File: src/inc/pic_pkg.sv
package pic_pkg;

	// Command word field positions
	localparam int P_FOURTH_REQ = 0;
	localparam int P_SINGLE = 1;
	localparam int P_INTERVAL = 2;
	localparam int P_LEVEL_TRIG = 3;
	localparam int P_INIT = 4;
	localparam int P_PAGE_LSB = 5;
	localparam int P_VEC_LSB = 3;
	localparam int P_SYS_MODE = 0;
	localparam int P_AUTO_END = 1;
	localparam int P_MASTER_SEL = 2;
	localparam int P_BUFFERED = 3;
	localparam int P_SPEC_NEST = 4;
	localparam int P_ROTATE = 7;
	localparam int P_SET_LEVEL = 6;
	localparam int P_END_INT = 5;
	localparam int P_OPW3 = 3;
	localparam int P_READ_SEL = 0;
	localparam int P_READ_REG = 1;
	localparam int P_POLL = 2;
	localparam int P_SPEC_MASK = 5;
	localparam int P_SPEC_MASK_EN = 6;

	// Reset values and fixed codes
	localparam logic [7:0] RST_MASK = 8'h00;
	localparam logic [7:0] RST_EDGE_PREV = 8'hFF;
	localparam logic [2:0] RST_LOWEST = 3'h7;
	localparam logic [7:0] CALL_OPCODE = 8'hCD;
	localparam logic [1:0] ACKS_CALL = 2'h3;
	localparam logic [1:0] ACKS_VECTOR = 2'h2;

	typedef struct packed {
		logic cs_n;
		logic rd_n;
		logic wr_n;
		logic rsel;
		logic ack_n;
		logic sp;
		logic [2:0] casc;
		logic [7:0] req;
		logic [7:0] din;
	} pic_pins_type;

	localparam pic_pins_type PINS_IDLE = '{cs_n: 1'b1, rd_n: 1'b1, wr_n: 1'b1,
		ack_n: 1'b1, default: '0};

	typedef enum logic [1:0] {ST_OPER, ST_W2, ST_W3, ST_W4} pic_state_type;

	typedef struct packed {
		pic_pins_type s1;
		pic_pins_type s2;
		pic_pins_type s3;
		pic_pins_type pv;
		pic_pins_type pq;
		pic_state_type st;
		logic level_trig;
		logic interval4;
		logic single;
		logic fourth_req;
		logic [2:0] page_hi;
		logic [7:0] high_addr;
		logic [7:0] cascade_cfg;
		logic vec_mode;
		logic auto_end;
		logic master_sel;
		logic buffered;
		logic spec_nest;
		logic [7:0] mask;
		logic [7:0] request;
		logic [7:0] in_service;
		logic [7:0] req_prev;
		logic spec_mask;
		logic read_req;
		logic poll;
		logic rot_auto;
		logic [2:0] lowest;
		logic [1:0] ack_cnt;
		logic [2:0] ack_lvl;
		logic ack_slv;
		logic ack_self;
		logic ack_own;
		logic [2:0] casc_out;
		logic [7:0] dout;
		logic doe;
		logic intr;
	} pic_regs_type;

endpackage : pic_pkg

File: src/pic_cmd_ctrl.sv
// Operation
// - Call entry points spaced 4 apart when interval bit is 1, else 8.
// - Level-trigger bit set bypasses edge detection; requests follow input levels.
// - Call mode uses programmed page bits; low address bits inserted by device.
// - Vector byte takes five programmed high bits plus three level bits.
// - Third init word expected only when single-device flag is 0.
// - Master treats third-word bits as slaves; drives byte 1 in call mode, slave the rest.
// - Slave owns 3-bit identity; answers bytes 2/3 only on cascade match.
// - Fourth init word expected only when requested; five bits used.
// - System-mode bit selects call mode at 0, vector mode at 1.
// - Automatic-end bit clears the in-service bit at the last acknowledge.
// - Buffered mode turns program pin into buffer enable; select bit picks master.
// - Special-nesting bit enables special fully nested operation.
// - Mask word disables inputs per bit; special mask mode masks in-service too.
// - Level bits act only with set-level bit; set priority makes level lowest.
// - Rotate bit with end and set-level bits selects the rotation command.
// - Read select picks in-service or request; read-register bit latches it.
// - Poll bit enters polling; interrupt output held off, read returns poll.
// - Special mask enable gates special mask bit; otherwise mode unchanged.
// - Master serves up to 8 slaves via cascade lines on later acknowledges.
// - Master holds cascade lines low except slave identity during acknowledges.
// - Slaves keep own modes; slave interrupt output feeds a master input.
// - Init word clears mask, edge sense, special mask; lowest 7; request reads.
// - Reads and writes decoded by register select line as documented.
// - Unless slave, first acknowledge sets in-service, clears request, drives call opcode in call mode.
// - Vector byte equals programmed high bits plus requesting input number.
`timescale 1ns/1ps
`default_nettype none
module pic_cmd_ctrl
(
	input wire logic clk_i,
	input wire logic sys_rst_i,
	input wire logic cs_n_i,
	input wire logic rd_n_i,
	input wire logic wr_n_i,
	input wire logic register_select_line_i,
	input wire logic [7:0] data_i,
	output logic [7:0] data_o,
	output logic data_oe_o,
	input wire logic [7:0] request_inputs_i,
	input wire logic interrupt_acknowledge_n_i,
	input wire logic [2:0] cascade_lines_i,
	output logic [2:0] cascade_lines_o,
	output logic cascade_lines_oe_o,
	input wire logic slave_program_i,
	output logic slave_program_buffer_enable_n_o,
	output logic slave_program_buffer_enable_oe_o,
	output logic interrupt_o
);
	import pic_pkg::*;

	pic_regs_type r_r;
	pic_regs_type r_nxt;
	pic_pins_type pin_w;
	pic_pins_type agree;
	pic_pins_type p;
	pic_pins_type q;
	logic [7:0] d;
	logic [7:0] rise;
	logic [7:0] req_clr;
	logic [7:0] is_set;
	logic [7:0] is_clr;
	logic [7:0] eff_is;
	logic [3:0] req_v;
	logic [3:0] is_v;
	logic [2:0] lv;
	logic [1:0] cnt;
	logic [1:0] last;
	logic wr_done;
	logic rd_go;
	logic rd_end;
	logic ack_go;
	logic ack_end;
	logic master;
	logic cms;
	logic csl;
	logic okreq;
	logic hit;
	logic self;

	// Highest-priority set bit, searching upward from the lowest level
	function automatic logic [3:0] top_level(input logic [7:0] v, input logic [2:0] low);
		logic [3:0] res;
		logic [2:0] l;
		res = 4'h0;
		for (int i = 8; i >= 1; i--)
		begin
			l = low + 3'(i);
			if (v[l])
				res = {1'b1, l};
		end
		return res;
	endfunction : top_level

	// Priority rank, 0 is highest
	function automatic logic [2:0] rank(input logic [2:0] l, input logic [2:0] low);
		return l - low - 3'h1;
	endfunction : rank

	// Routine address byte for the second acknowledge
	function automatic logic [7:0] low_byte(input pic_regs_type s, input logic [2:0] l);
		if (s.vec_mode)
			return {s.high_addr[7:P_VEC_LSB], l};
		else if (s.interval4)
			return {s.page_hi, l, 2'b00};
		else
			return {s.page_hi[2:1], l, 3'b000};
	endfunction : low_byte

	assign pin_w = '{cs_n: cs_n_i, rd_n: rd_n_i, wr_n: wr_n_i,
		rsel: register_select_line_i, ack_n: interrupt_acknowledge_n_i,
		sp: slave_program_i, casc: cascade_lines_i, req: request_inputs_i,
		din: data_i};

	always_comb
	begin
		r_nxt = r_r;
		r_nxt.s1 = pin_w;
		r_nxt.s2 = r_r.s1;
		r_nxt.s3 = r_r.s2;
		// A pin change counts once stages two and three agree
		agree = r_r.s2 ~^ r_r.s3;
		r_nxt.pv = (agree & r_r.s3) | (~agree & r_r.pv);
		r_nxt.pq = r_r.pv;
		p = r_r.pv;
		q = r_r.pq;
		d = p.din;
		wr_done = !q.wr_n && p.wr_n && !q.cs_n;
		rd_go = q.rd_n && !p.rd_n && !p.cs_n;
		rd_end = !q.rd_n && p.rd_n;
		ack_go = q.ack_n && !p.ack_n;
		ack_end = !q.ack_n && p.ack_n;
		master = r_r.buffered ? r_r.master_sel : p.sp;
		cms = !r_r.single && master;
		csl = !r_r.single && !master;
		last = r_r.vec_mode ? ACKS_VECTOR : ACKS_CALL;
		rise = p.req & ~r_r.req_prev;
		r_nxt.req_prev = p.req;
		req_clr = 8'h00;
		is_set = 8'h00;
		is_clr = 8'h00;
		hit = 1'b0;
		self = 1'b0;
		lv = r_r.ack_lvl;
		cnt = r_r.ack_cnt + 2'h1;

		// Priority resolution against what is in service
		eff_is = r_r.spec_mask ? (r_r.in_service & ~r_r.mask) : r_r.in_service;
		req_v = top_level(r_r.request & ~r_r.mask, r_r.lowest);
		is_v = top_level(eff_is, r_r.lowest);
		okreq = req_v[3] && (!is_v[3]
			|| rank(req_v[2:0], r_r.lowest) < rank(is_v[2:0], r_r.lowest)
			|| (r_r.spec_nest && cms && r_r.cascade_cfg[req_v[2:0]]
			&& req_v[2:0] == is_v[2:0]));
		r_nxt.intr = okreq && !r_r.poll && r_r.st == ST_OPER;

		// Command writes
		if (wr_done)
		begin
			if (!p.rsel && d[P_INIT])
			begin
				r_nxt.st = ST_W2;
				r_nxt.fourth_req = d[P_FOURTH_REQ];
				r_nxt.single = d[P_SINGLE];
				r_nxt.interval4 = d[P_INTERVAL];
				r_nxt.level_trig = d[P_LEVEL_TRIG];
				r_nxt.page_hi = d[7:P_PAGE_LSB];
				r_nxt.mask = RST_MASK;
				r_nxt.req_prev = RST_EDGE_PREV;
				r_nxt.spec_mask = 1'b0;
				r_nxt.lowest = RST_LOWEST;
				r_nxt.read_req = 1'b1;
				r_nxt.poll = 1'b0;
				if (!d[P_FOURTH_REQ])
				begin
					r_nxt.vec_mode = 1'b0;
					r_nxt.auto_end = 1'b0;
					r_nxt.master_sel = 1'b0;
					r_nxt.buffered = 1'b0;
					r_nxt.spec_nest = 1'b0;
				end
			end
			else if (p.rsel)
			begin
				case (r_r.st)
					ST_W2:
					begin
						r_nxt.high_addr = d;
						if (!r_r.single)
							r_nxt.st = ST_W3;
						else if (r_r.fourth_req)
							r_nxt.st = ST_W4;
						else
							r_nxt.st = ST_OPER;
					end
					ST_W3:
					begin
						r_nxt.cascade_cfg = d;
						r_nxt.st = r_r.fourth_req ? ST_W4 : ST_OPER;
					end
					ST_W4:
					begin
						r_nxt.vec_mode = d[P_SYS_MODE];
						r_nxt.auto_end = d[P_AUTO_END];
						r_nxt.master_sel = d[P_MASTER_SEL];
						r_nxt.buffered = d[P_BUFFERED];
						r_nxt.spec_nest = d[P_SPEC_NEST];
						r_nxt.st = ST_OPER;
					end
					ST_OPER:
						r_nxt.mask = d;
					default:
						r_nxt.st = ST_OPER;
				endcase
			end
			else if (r_r.st == ST_OPER && d[P_OPW3])
			begin
				if (d[P_READ_REG])
					r_nxt.read_req = d[P_READ_SEL];
				r_nxt.poll = d[P_POLL];
				if (d[P_SPEC_MASK_EN])
					r_nxt.spec_mask = d[P_SPEC_MASK];
			end
			else if (r_r.st == ST_OPER)
			begin
				case ({d[P_ROTATE], d[P_SET_LEVEL], d[P_END_INT]})
					3'b001:
						is_clr[is_v[2:0]] = is_v[3];
					3'b101:
					begin
						is_clr[is_v[2:0]] = is_v[3];
						if (is_v[3])
							r_nxt.lowest = is_v[2:0];
					end
					3'b011:
						is_clr[d[2:0]] = 1'b1;
					3'b111:
					begin
						is_clr[d[2:0]] = 1'b1;
						r_nxt.lowest = d[2:0];
					end
					3'b110:
						r_nxt.lowest = d[2:0];
					3'b100:
						r_nxt.rot_auto = 1'b1;
					3'b000:
						r_nxt.rot_auto = 1'b0;
					default:
						r_nxt.rot_auto = r_r.rot_auto;
				endcase
			end
		end

		// Register reads
		if (rd_go)
		begin
			r_nxt.doe = 1'b1;
			if (p.rsel)
				r_nxt.dout = r_r.mask;
			else if (r_r.poll)
			begin
				r_nxt.dout = {req_v[3], 4'h0, req_v[2:0]};
				r_nxt.poll = 1'b0;
				if (req_v[3])
				begin
					is_set[req_v[2:0]] = 1'b1;
					req_clr[req_v[2:0]] = 1'b1;
				end
			end
			else
				r_nxt.dout = r_r.read_req ? r_r.request : r_r.in_service;
		end
		if (rd_end)
			r_nxt.doe = 1'b0;

		// Acknowledge sequence
		if (ack_go)
		begin
			r_nxt.ack_cnt = cnt;
			if (cnt == 2'h1)
			begin
				r_nxt.ack_lvl = okreq ? req_v[2:0] : RST_LOWEST;
				r_nxt.ack_slv = cms && okreq && r_r.cascade_cfg[req_v[2:0]];
				r_nxt.ack_own = !csl && okreq;
				if (!csl && okreq)
				begin
					is_set[req_v[2:0]] = 1'b1;
					req_clr[req_v[2:0]] = 1'b1;
				end
				if (!r_r.vec_mode && !csl)
				begin
					r_nxt.dout = CALL_OPCODE;
					r_nxt.doe = 1'b1;
				end
			end
			else if (cnt == 2'h2)
			begin
				if (csl)
				begin
					hit = p.casc == r_r.cascade_cfg[2:0];
					lv = okreq ? req_v[2:0] : RST_LOWEST;
					r_nxt.ack_lvl = lv;
					r_nxt.ack_own = hit && okreq;
					if (hit && okreq)
					begin
						is_set[lv] = 1'b1;
						req_clr[lv] = 1'b1;
					end
				end
				self = csl ? hit : !r_r.ack_slv;
				r_nxt.ack_self = self;
				if (self)
				begin
					r_nxt.dout = low_byte(r_r, lv);
					r_nxt.doe = 1'b1;
				end
			end
			else if (!r_r.vec_mode && r_r.ack_self)
			begin
				r_nxt.dout = r_r.high_addr;
				r_nxt.doe = 1'b1;
			end
		end
		if (ack_end)
		begin
			r_nxt.doe = 1'b0;
			if (r_r.ack_cnt == 2'h1 && r_r.ack_slv)
				r_nxt.casc_out = r_r.ack_lvl;
			if (r_r.ack_cnt == last)
			begin
				r_nxt.ack_cnt = 2'h0;
				r_nxt.casc_out = 3'h0;
				if (r_r.ack_own && r_r.auto_end)
					is_clr[r_r.ack_lvl] = 1'b1;
				if (r_r.ack_own && r_r.auto_end && r_r.rot_auto)
					r_nxt.lowest = r_r.ack_lvl;
			end
		end

		// Set wins over clear on both registers
		r_nxt.in_service = (r_r.in_service & ~is_clr) | is_set;
		if (r_r.level_trig)
			r_nxt.request = p.req;
		else
			r_nxt.request = ((r_r.request & ~req_clr) | rise) & p.req;
	end

	always_ff @(posedge clk_i)
	begin
		if (sys_rst_i)
		begin
			r_r <= '0;
			r_r.s1 <= PINS_IDLE;
			r_r.s2 <= PINS_IDLE;
			r_r.s3 <= PINS_IDLE;
			r_r.pv <= PINS_IDLE;
			r_r.pq <= PINS_IDLE;
			r_r.st <= ST_OPER;
			r_r.single <= 1'b1;
			r_r.req_prev <= RST_EDGE_PREV;
			r_r.lowest <= RST_LOWEST;
			r_r.read_req <= 1'b1;
		end
		else
			r_r <= r_nxt;
	end

	assign data_o = r_r.dout;
	assign data_oe_o = r_r.doe;
	assign cascade_lines_o = r_r.casc_out;
	assign cascade_lines_oe_o = !r_r.single && (r_r.buffered ? r_r.master_sel : r_r.pv.sp);
	assign slave_program_buffer_enable_n_o = ~r_r.doe;
	assign slave_program_buffer_enable_oe_o = r_r.buffered;
	assign interrupt_o = r_r.intr;

endmodule : pic_cmd_ctrl
`default_nettype wire

File: config.mk
export PLATFORM = sky130hd
export DESIGN_NAME = pic_cmd_ctrl
export DESIGN_NICKNAME = d
export VERILOG_FILES = /design/src/inc/pic_pkg.sv /design/src/pic_cmd_ctrl.sv
export SDC_FILE = /design/constraint.sdc
export NUM_CORES = 1
export LEC_CHECK = 0
export ABC_CLOCK_PERIOD_IN_PS = 12800
export BUFFER_PORTS_ARGS = -buffer_cell sky130_fd_sc_hd__buf_4
export CORE_AREA = 2 2 129 131
export DETAILED_ROUTE_END_ITERATION = 8
export DIE_AREA = 0 0 131 133
export PLACE_DENSITY = 0.79
export SETUP_SLACK_MARGIN = 0.5
export SYNTH_ARGS = -nofsm -noshare
export SYNTH_HDL_FRONTEND = slang
export SYNTH_SLANG_ARGS = --single-unit
File: constraint.sdc
create_clock -name clk_i -period 12.8 [get_ports clk_i]
set_input_delay 1.28 -clock clk_i [delete_from_list [all_inputs] [get_ports clk_i]]
set_output_delay 1.28 -clock clk_i [all_outputs]
set_load 0.01 [all_outputs]
## Yosys cells after proc, flatten, opt, wreduce, memory -nomap -nowiden

Cells that the tools add are included.

| storage, ports and cells | value |
|---|---|
| output and inout bits | 16 |
| bits of input ports | 27 |
| word-level logic and storage cells | 366 |
| bits in registers | 194 |

| operators by class | value |
|---|---|
| reduce and logical (&&, ||, !) cells | 79 |
| add/subtract/negate cells | 12 |
| bitwise gates (word level) | 26 |
| multiplexer cells | 142 |
| order comparisons | 19 |
| eq/ne operators | 17 |

Operators with widths:

| kind | number |
|---|---|
| 8-bit two-way mux | 27 |
| 4-bit two-way mux | 18 |
| 9-bit two-way mux | 7 |
| 8-bit bitwise AND | 7 |
| 3-bit by 4-bit < comparator with 1-bit output, second input constant | 13 |
| 1-bit binary-select mux with 3-bit select | 17 |
| 25-bit bitwise AND | 2 |
| 8-bit OR | 5 |
| 1-bit two-way mux | 39 |
| 3-bit two-way mux | 11 |
| 8-bit NOT | 4 |
| 1-bit logical AND | 31 |
| 13-bit two-way mux | 2 |
| 25-bit NOT | 1 |
| 25-bit OR | 1 |
| 25-bit bitwise XNOR | 1 |
| 5-bit two-way mux | 4 |
| 4-bit AND reduction | 5 |
| 2-bit nonzero test | 10 |
| 8-bit case mux with 2 select lines | 1 |
| 1-bit demux with 3-bit select | 5 |
| 3-bit by 1-bit >= comparator with 1-bit output, second input constant | 5 |
| 1-bit logical NOT | 15 |
| 15-bit two-way mux | 1 |
| 31 further kinds | 63 |

## Logic depth before layout (Yosys ltp)

| depth | value |
|---|---|
| word-level depth | 35 |
| mapped depth | 25 |
| mapped depth without buffers | 22 |

## Worst setup path after synthesis

Ideal clock, no wire load.

| path | value |
|---|---|
| kind | reg-to-reg |
| start point | register r_r[22] (netlist bit) |
| end point | register r_r (netlist bit data_o[5]) |
| data arrival time | 5734 ps |
| buffers on the path | 3 |
| setup time | 128 ps |
| data required time | 12672 ps |
| stages on the path, launching flop included | 26 |
| setup slack | 6938 ps |
| cells stage by stage | dfxtp_1 > inv_1 > buf_1 > clkbuf_1 > ha_1 > inv_1 > clkbuf_1 > mux4_2 > a21oi_1 > o21ai_0 > a22o_1 > nor2_1 > inv_1 > ha_1 > fa_1 > inv_1 > ha_1 > a21o_1 > a21oi_1 > o21bai_1 > o21ai_0 > o21ai_1 > a211o_1 > a31oi_1 > a2bb2oi_1 > nor2_1 |

| between the ends | value |
|---|---|
| longest elaborated chain between the ends | 24 |
| elaborated cells on any way between the ends | 77 |
| those cells by class | 11 x add/sub; 1 x order compare; 1 x eq/ne; 58 x mux; 6 x reduce/logical |

RTL lines:

| what | RTL line | source |
|---|---|---|
| start, declared | pic_cmd_ctrl.sv:52 | `pic_regs_type r_r;` |
| start signal, assigned | pic_cmd_ctrl.sv:365 | `r_r <= r_nxt;` |
| 3-bit adder or 1-bit binary-select mux with 3-bit select (tied branches) | pic_cmd_ctrl.sv:88, pic_cmd_ctrl.sv:89 |  |
| 1-bit binary-select mux with 3-bit select or 1-bit two-way mux (tied branches) | pic_cmd_ctrl.sv:89 | `if (v[l])` |
| 1-bit two-way mux (not written as such) or 4-bit two-way mux (tied branches) | pic_cmd_ctrl.sv:89 |  |
| 4-bit two-way mux (7 in a row) | pic_cmd_ctrl.sv:89 |  |
| 3-bit subtractor or 1-bit binary-select mux with 3-bit select (tied branches) | pic_cmd_ctrl.sv:97, pic_cmd_ctrl.sv:153 |  |
| 3-bit by 1-bit subtractor with 3-bit output or 1-bit two-way mux (tied branches) | pic_cmd_ctrl.sv:97, pic_cmd_ctrl.sv:153 |  |
| 3-bit < comparator or 1-bit logical AND (tied branches) | pic_cmd_ctrl.sv:152, pic_cmd_ctrl.sv:153 |  |
| 1-bit logical OR or 1-bit logical AND (tied branches) | pic_cmd_ctrl.sv:152, pic_cmd_ctrl.sv:154 |  |
| [2 not listed] | -- |  |
| 3-bit two-way mux (*) | pic_cmd_ctrl.sv:301 | `lv = okreq ? req_v[2:0] : RST_LOWEST;` |
| 3-bit two-way mux (*) | -- |  |
| 6-bit two-way mux (*) | pic_cmd_ctrl.sv:104 | `else if (s.interval4)` |
| 8-bit two-way mux (*) | pic_cmd_ctrl.sv:102 | `if (s.vec_mode)` |
| 9-bit two-way mux (*) | pic_cmd_ctrl.sv:312 | `if (self)` |
| 9-bit two-way mux (*) | pic_cmd_ctrl.sv:296 | `else if (cnt == 2'h2)` |
| 9-bit two-way mux (*) | pic_cmd_ctrl.sv:280 | `if (cnt == 2'h1)` |
| 9-bit two-way mux (*) | pic_cmd_ctrl.sv:277 | `if (ack_go)` |

Every way passes the cells marked *; elsewhere a longest branch is shown, timed or not. The select of a mux whose other input is x is not followed.
A chain may end at the register's enable or synchronous reset.

## Worst setup path in the final report

Ends and elaborated chain as after synthesis.

==> impl_summary.log <==
INFO  metric power_density = 107 mW/mm2
INFO  metric post_cts_resized = 0
INFO  metric max_stage_delay = 0.82 ns
INFO  metric hp-start = r_nxt[187]
INFO  metric final_net_count = 1220
INFO  metric min_path_type = reg2reg
INFO  metric grt.met1_usage = 0.432
INFO  metric clkTransAtPathRegs = 0.08 ns
INFO  metric layout.filler_cells = 1327
INFO  metric post-synth-top-area-fraction = 0.380
INFO  metric leakage = 4.37 nW
INFO  metric grt_setup_unrepaired = false
INFO  metric share_of_final_layout_standard_cells_stronger_than_drive_strength_1 = 0.133
INFO  metric clk_path_buf_depth = 2
INFO  metric synth_top_cells_by_area = sky130_fd_sc_hd__dfxtp_1, sky130_fd_sc_hd__mux2i_1, sky130_fd_sc_hd__nor2b_1
INFO  metric endpoint_kind = flop
INFO  metric final_min_period_over_clock_period = 0.509
INFO  metric synthAdderAreaFrac = 0.0149
INFO  metric netlist_instances = 1195
INFO  metric synth_top_family_by_area = simple AND/OR/NAND/NOR gates
INFO  metric synth-main-ff-cell = sky130_fd_sc_hd__dfxtp_1
INFO  metric min_path_cells = 1
INFO  metric routed_wire_length_per_instance = 18.9 um
INFO  metric route.detailed.drc = 0
INFO  metric setup_viol = 0
INFO  metric fin_tns_setup = 0 ns
INFO  metric dpl_cell_area = 0.0105 mm2
INFO  metric synth_enable_flop_cells = 0
INFO  metric synth.area.mux_share = 0.109
INFO  metric yosys.area_share.xor_xnor = 0.0126
INFO  metric detailedRoute.firstPassIterationCount = 7
INFO  metric post_cts_hold_buffer_count = 0
INFO  metric worst_case_headroom_to_the_max_slew_limit = 0.250
INFO  metric top_level_ports = 43
INFO  metric gr-usage-all-layers = 0.314
INFO  metric htree_levels = 4
INFO  metric grt_util_met3 = 0.0728
INFO  metric finalInstanceArea = 0.0111 mm2
INFO  metric initial_core_util = 0.632
INFO  metric synthesis.yosys.warnings = 0
INFO  metric detail_route.vias_per_cell = 6.33
INFO  metric timing.clock.skew = 0.0154 ns
INFO  metric crit_path_max_fanout = 25
INFO  metric cts_tree = built
INFO  metric most_crowded_layer_gr = met2
INFO  metric die_area = 0.0174 mm2
INFO  metric post-route-min-period = 6.51 ns
INFO  metric antenna_cells_inserted = 0
INFO  metric post_synth_instance_area = 0.0102 mm2
INFO  metric grt_pass1_vias = 8301
INFO  metric row_count = 47
INFO  metric crit_type = reg2reg
INFO  metric worst_r2r_path_depth = 24
INFO  metric category_of_the_worst_setup_path_launch_point = flop
INFO  metric clock_sinks = 194
INFO  metric vias = 8954
INFO  metric antenna_found_initial = 0
INFO  metric synthArstFlopShare = 0
INFO  metric core_area = 0.0162 mm2
INFO  metric met2_track_usage_gr = 0.478
INFO  metric drt_first_iter_violations = 930
INFO  metric synth_seq_cells = 194
INFO  metric tritoncts.num_buffers = 17
INFO  metric hpwlAfterDp = 19.0 mm
INFO  metric postSynthAreaPerCell = 8.55 um2
INFO  metric global_placer_s_final_weighted_congestion = 0.984
INFO  metric flow.area_growth_from_synthesis = 8.64%
INFO  metric grt_max_degree = 105
INFO  metric port_buffers = 42
INFO  metric synth_area_leader_cell = sky130_fd_sc_hd__dfxtp_1
INFO  metric cap_viol_max_count = 0
INFO  metric r2r_start = r_r[22]
INFO  metric syn_nets = 1233
INFO  metric wl = 26.7 mm
INFO  metric peak_supply_drop = 107 uV
INFO  metric fraction_of_the_mapped_netlist_area_in_compound_gates = 0.213
INFO  metric postRouteAntennaNets = 0
INFO  metric reg2reg_slack = 6.29 ns
INFO  metric cp_data_arrival_time = 6.81 ns
INFO  metric slew_at_the_pin_with_the_worst_max_slew_slack = 1.12 ns
INFO  metric floorplan.die.height = 133 um
INFO  metric timing.critical_path.slowest_stage_cell = sky130_fd_sc_hd__ha_1
INFO  metric ys_seq_area_frac = 0.380
INFO  metric maxClockFrequency = 154 MHz
INFO  metric gr-total-overflow = 0
INFO  metric critical_path.cell_chain = buf_4 > inv_1 > buf_4 > ha_1 > inv_1 > mux4_2 > a21oi_1 > o21ai_0 > a22o_1 > nor2_1 > inv_1 > ha_1 > fa_1 > inv_1 > ha_1 > a21o_1 > a21oi_1 > o21bai_1 > o21ai_0 > o21ai_1 > a211o_1 > a31oi_1 > a2bb2oi_1 > nor2_1
INFO  metric finalHoldViolCount = 0
INFO  metric first_pass_grt_wire_length = 42.6 mm
INFO  metric outcome = finished clean
INFO  metric worstPathRequired = 13.10 ns
INFO  metric yosys.cell_types.count = 88
INFO  metric post_synth_and_or_nand_nor_area_fraction = 0.219
INFO  metric critical_path_origin = r_r[22]
INFO  metric timing_max_transition_violations_final = 0
INFO  metric whs_endpoint = r_nxt[162]
INFO  metric cell_repeated_most_along_the_worst_path = sky130_fd_sc_hd__inv_1
INFO  metric fp.dieW = 131 um
INFO  metric postCtsSetupRepairBufs = 0
INFO  metric root_buffer = sky130_fd_sc_hd__clkbuf_16
INFO  metric worst_skew_pair.late_latency = 0.44 ns
INFO  metric r2r_end = data_o[5]
report_power, final:
group          internal (mW)  switching [mW]  total [mW]
clock                  0.268           0.268       0.536
combinational         0.0144          0.0164      0.0308
sequential             0.615         0.00670       0.622
total                  0.898           0.291        1.19
per-layer routing:
layer	vias up	share of wire
met3	66	0.083
met1	4253	0.43
met5	-	0
met2	382	0.45
li1	4253	-
met4	0	0.034
stage by stage:
stage                     std cells  setup WS, ns  utilization  hold slack, ns  total power, mW
after global routing           1415          5.70        0.687           0.425             1.22
after global placement         1383          6.50        0.649           0.391            0.665
after floorplan                1195          6.94            -           0.389            0.655
after detailed placement       1383          6.37        0.649           0.393            0.667
final                          1415          6.29        0.687           0.405             1.19
after CTS                      1415          6.36        0.687           0.408             1.19
cell usage in the layout, fill, tap and decap left out, drive strengths merged, types with 17 or more instances in the layout:
cell type,synthesis,final
mux2,17,17
or2,20,20
nor2,109,109
a21oi,98,98
clkbuf,60,18
dfxtp,194,194
inv,34,42
mux4,18,18
o21ai,83,83
mux2i,52,52
nand2b,19,19
buf,25,53
nor3,18,18
nor2b,82,82
nand2,115,115
worst max-delay path, delay by kind of cell, from the launching register on:
family	cells	cell delay [ns]
fa+ha+maj	4	1.77
compound gates	11	2.10
buf+inv	6	1.25
mux	1	0.59
flops	1	0.32
simple gates	2	0.33
synth_stat cells (6+ instances only):
master	instances
sky130_fd_sc_hd__a221oi_1	7
sky130_fd_sc_hd__clkbuf_1	59
sky130_fd_sc_hd__and2_1	15
sky130_fd_sc_hd__a22oi_1	9
sky130_fd_sc_hd__o221ai_1	12
sky130_fd_sc_hd__nand2_1	115
sky130_fd_sc_hd__mux2i_1	52
sky130_fd_sc_hd__ha_1	9
sky130_fd_sc_hd__nand3b_1	6
sky130_fd_sc_hd__or2_2	20
sky130_fd_sc_hd__a41oi_1	6
sky130_fd_sc_hd__nor2b_1	82
sky130_fd_sc_hd__xor2_1	6
sky130_fd_sc_hd__a31oi_1	12
sky130_fd_sc_hd__mux2_2	13
sky130_fd_sc_hd__or3_1	11
sky130_fd_sc_hd__and3_1	9
sky130_fd_sc_hd__nor2_1	108
sky130_fd_sc_hd__o22ai_1	6
sky130_fd_sc_hd__mux4_2	18
sky130_fd_sc_hd__a21oi_1	95
sky130_fd_sc_hd__nor3_1	16
sky130_fd_sc_hd__nand2b_1	19
sky130_fd_sc_hd__o211ai_1	12
sky130_fd_sc_hd__o311ai_0	11
sky130_fd_sc_hd__o21ai_0	77
sky130_fd_sc_hd__a21o_1	9
sky130_fd_sc_hd__inv_1	31
sky130_fd_sc_hd__buf_2	6
sky130_fd_sc_hd__buf_4	13
sky130_fd_sc_hd__nand3_1	13
sky130_fd_sc_hd__a211oi_1	8
sky130_fd_sc_hd__dfxtp_1	194
cells by family (layout without fill, tap and decap cells):
logic type      after synthesis  in the layout
buf+inv                     119            119
xor+xnor                     13             13
flops                       194            194
compound gates              330            330
mux                          87             87
fa+ha+maj                    11             11
simple gates                441            441
worst max-delay path by stage:
| stage | endpoint | slack (ns) |
|---|---|---|
| after floorplan | data_o[5] | 6.94 |
| after global placement | data_o[5] | 6.50 |
| after detailed placement | data_o[5] | 6.37 |
| after CTS | data_o[5] | 6.36 |
| after global routing | data_o[5] | 5.70 |
| final | data_o[5] | 6.29 |
layout make-up:
class                      count  area (um2)  share of cell area
inverter                      34         128              0.0115
multi-input combinational    882        5810               0.523
sequential                   194        3880               0.350
clock buffer                  18         429              0.0386
timing repair buffer          53         398              0.0358
tap                          220         275              0.0248
clock inverter                14         180              0.0162
(Power assumes the default switching activity.)
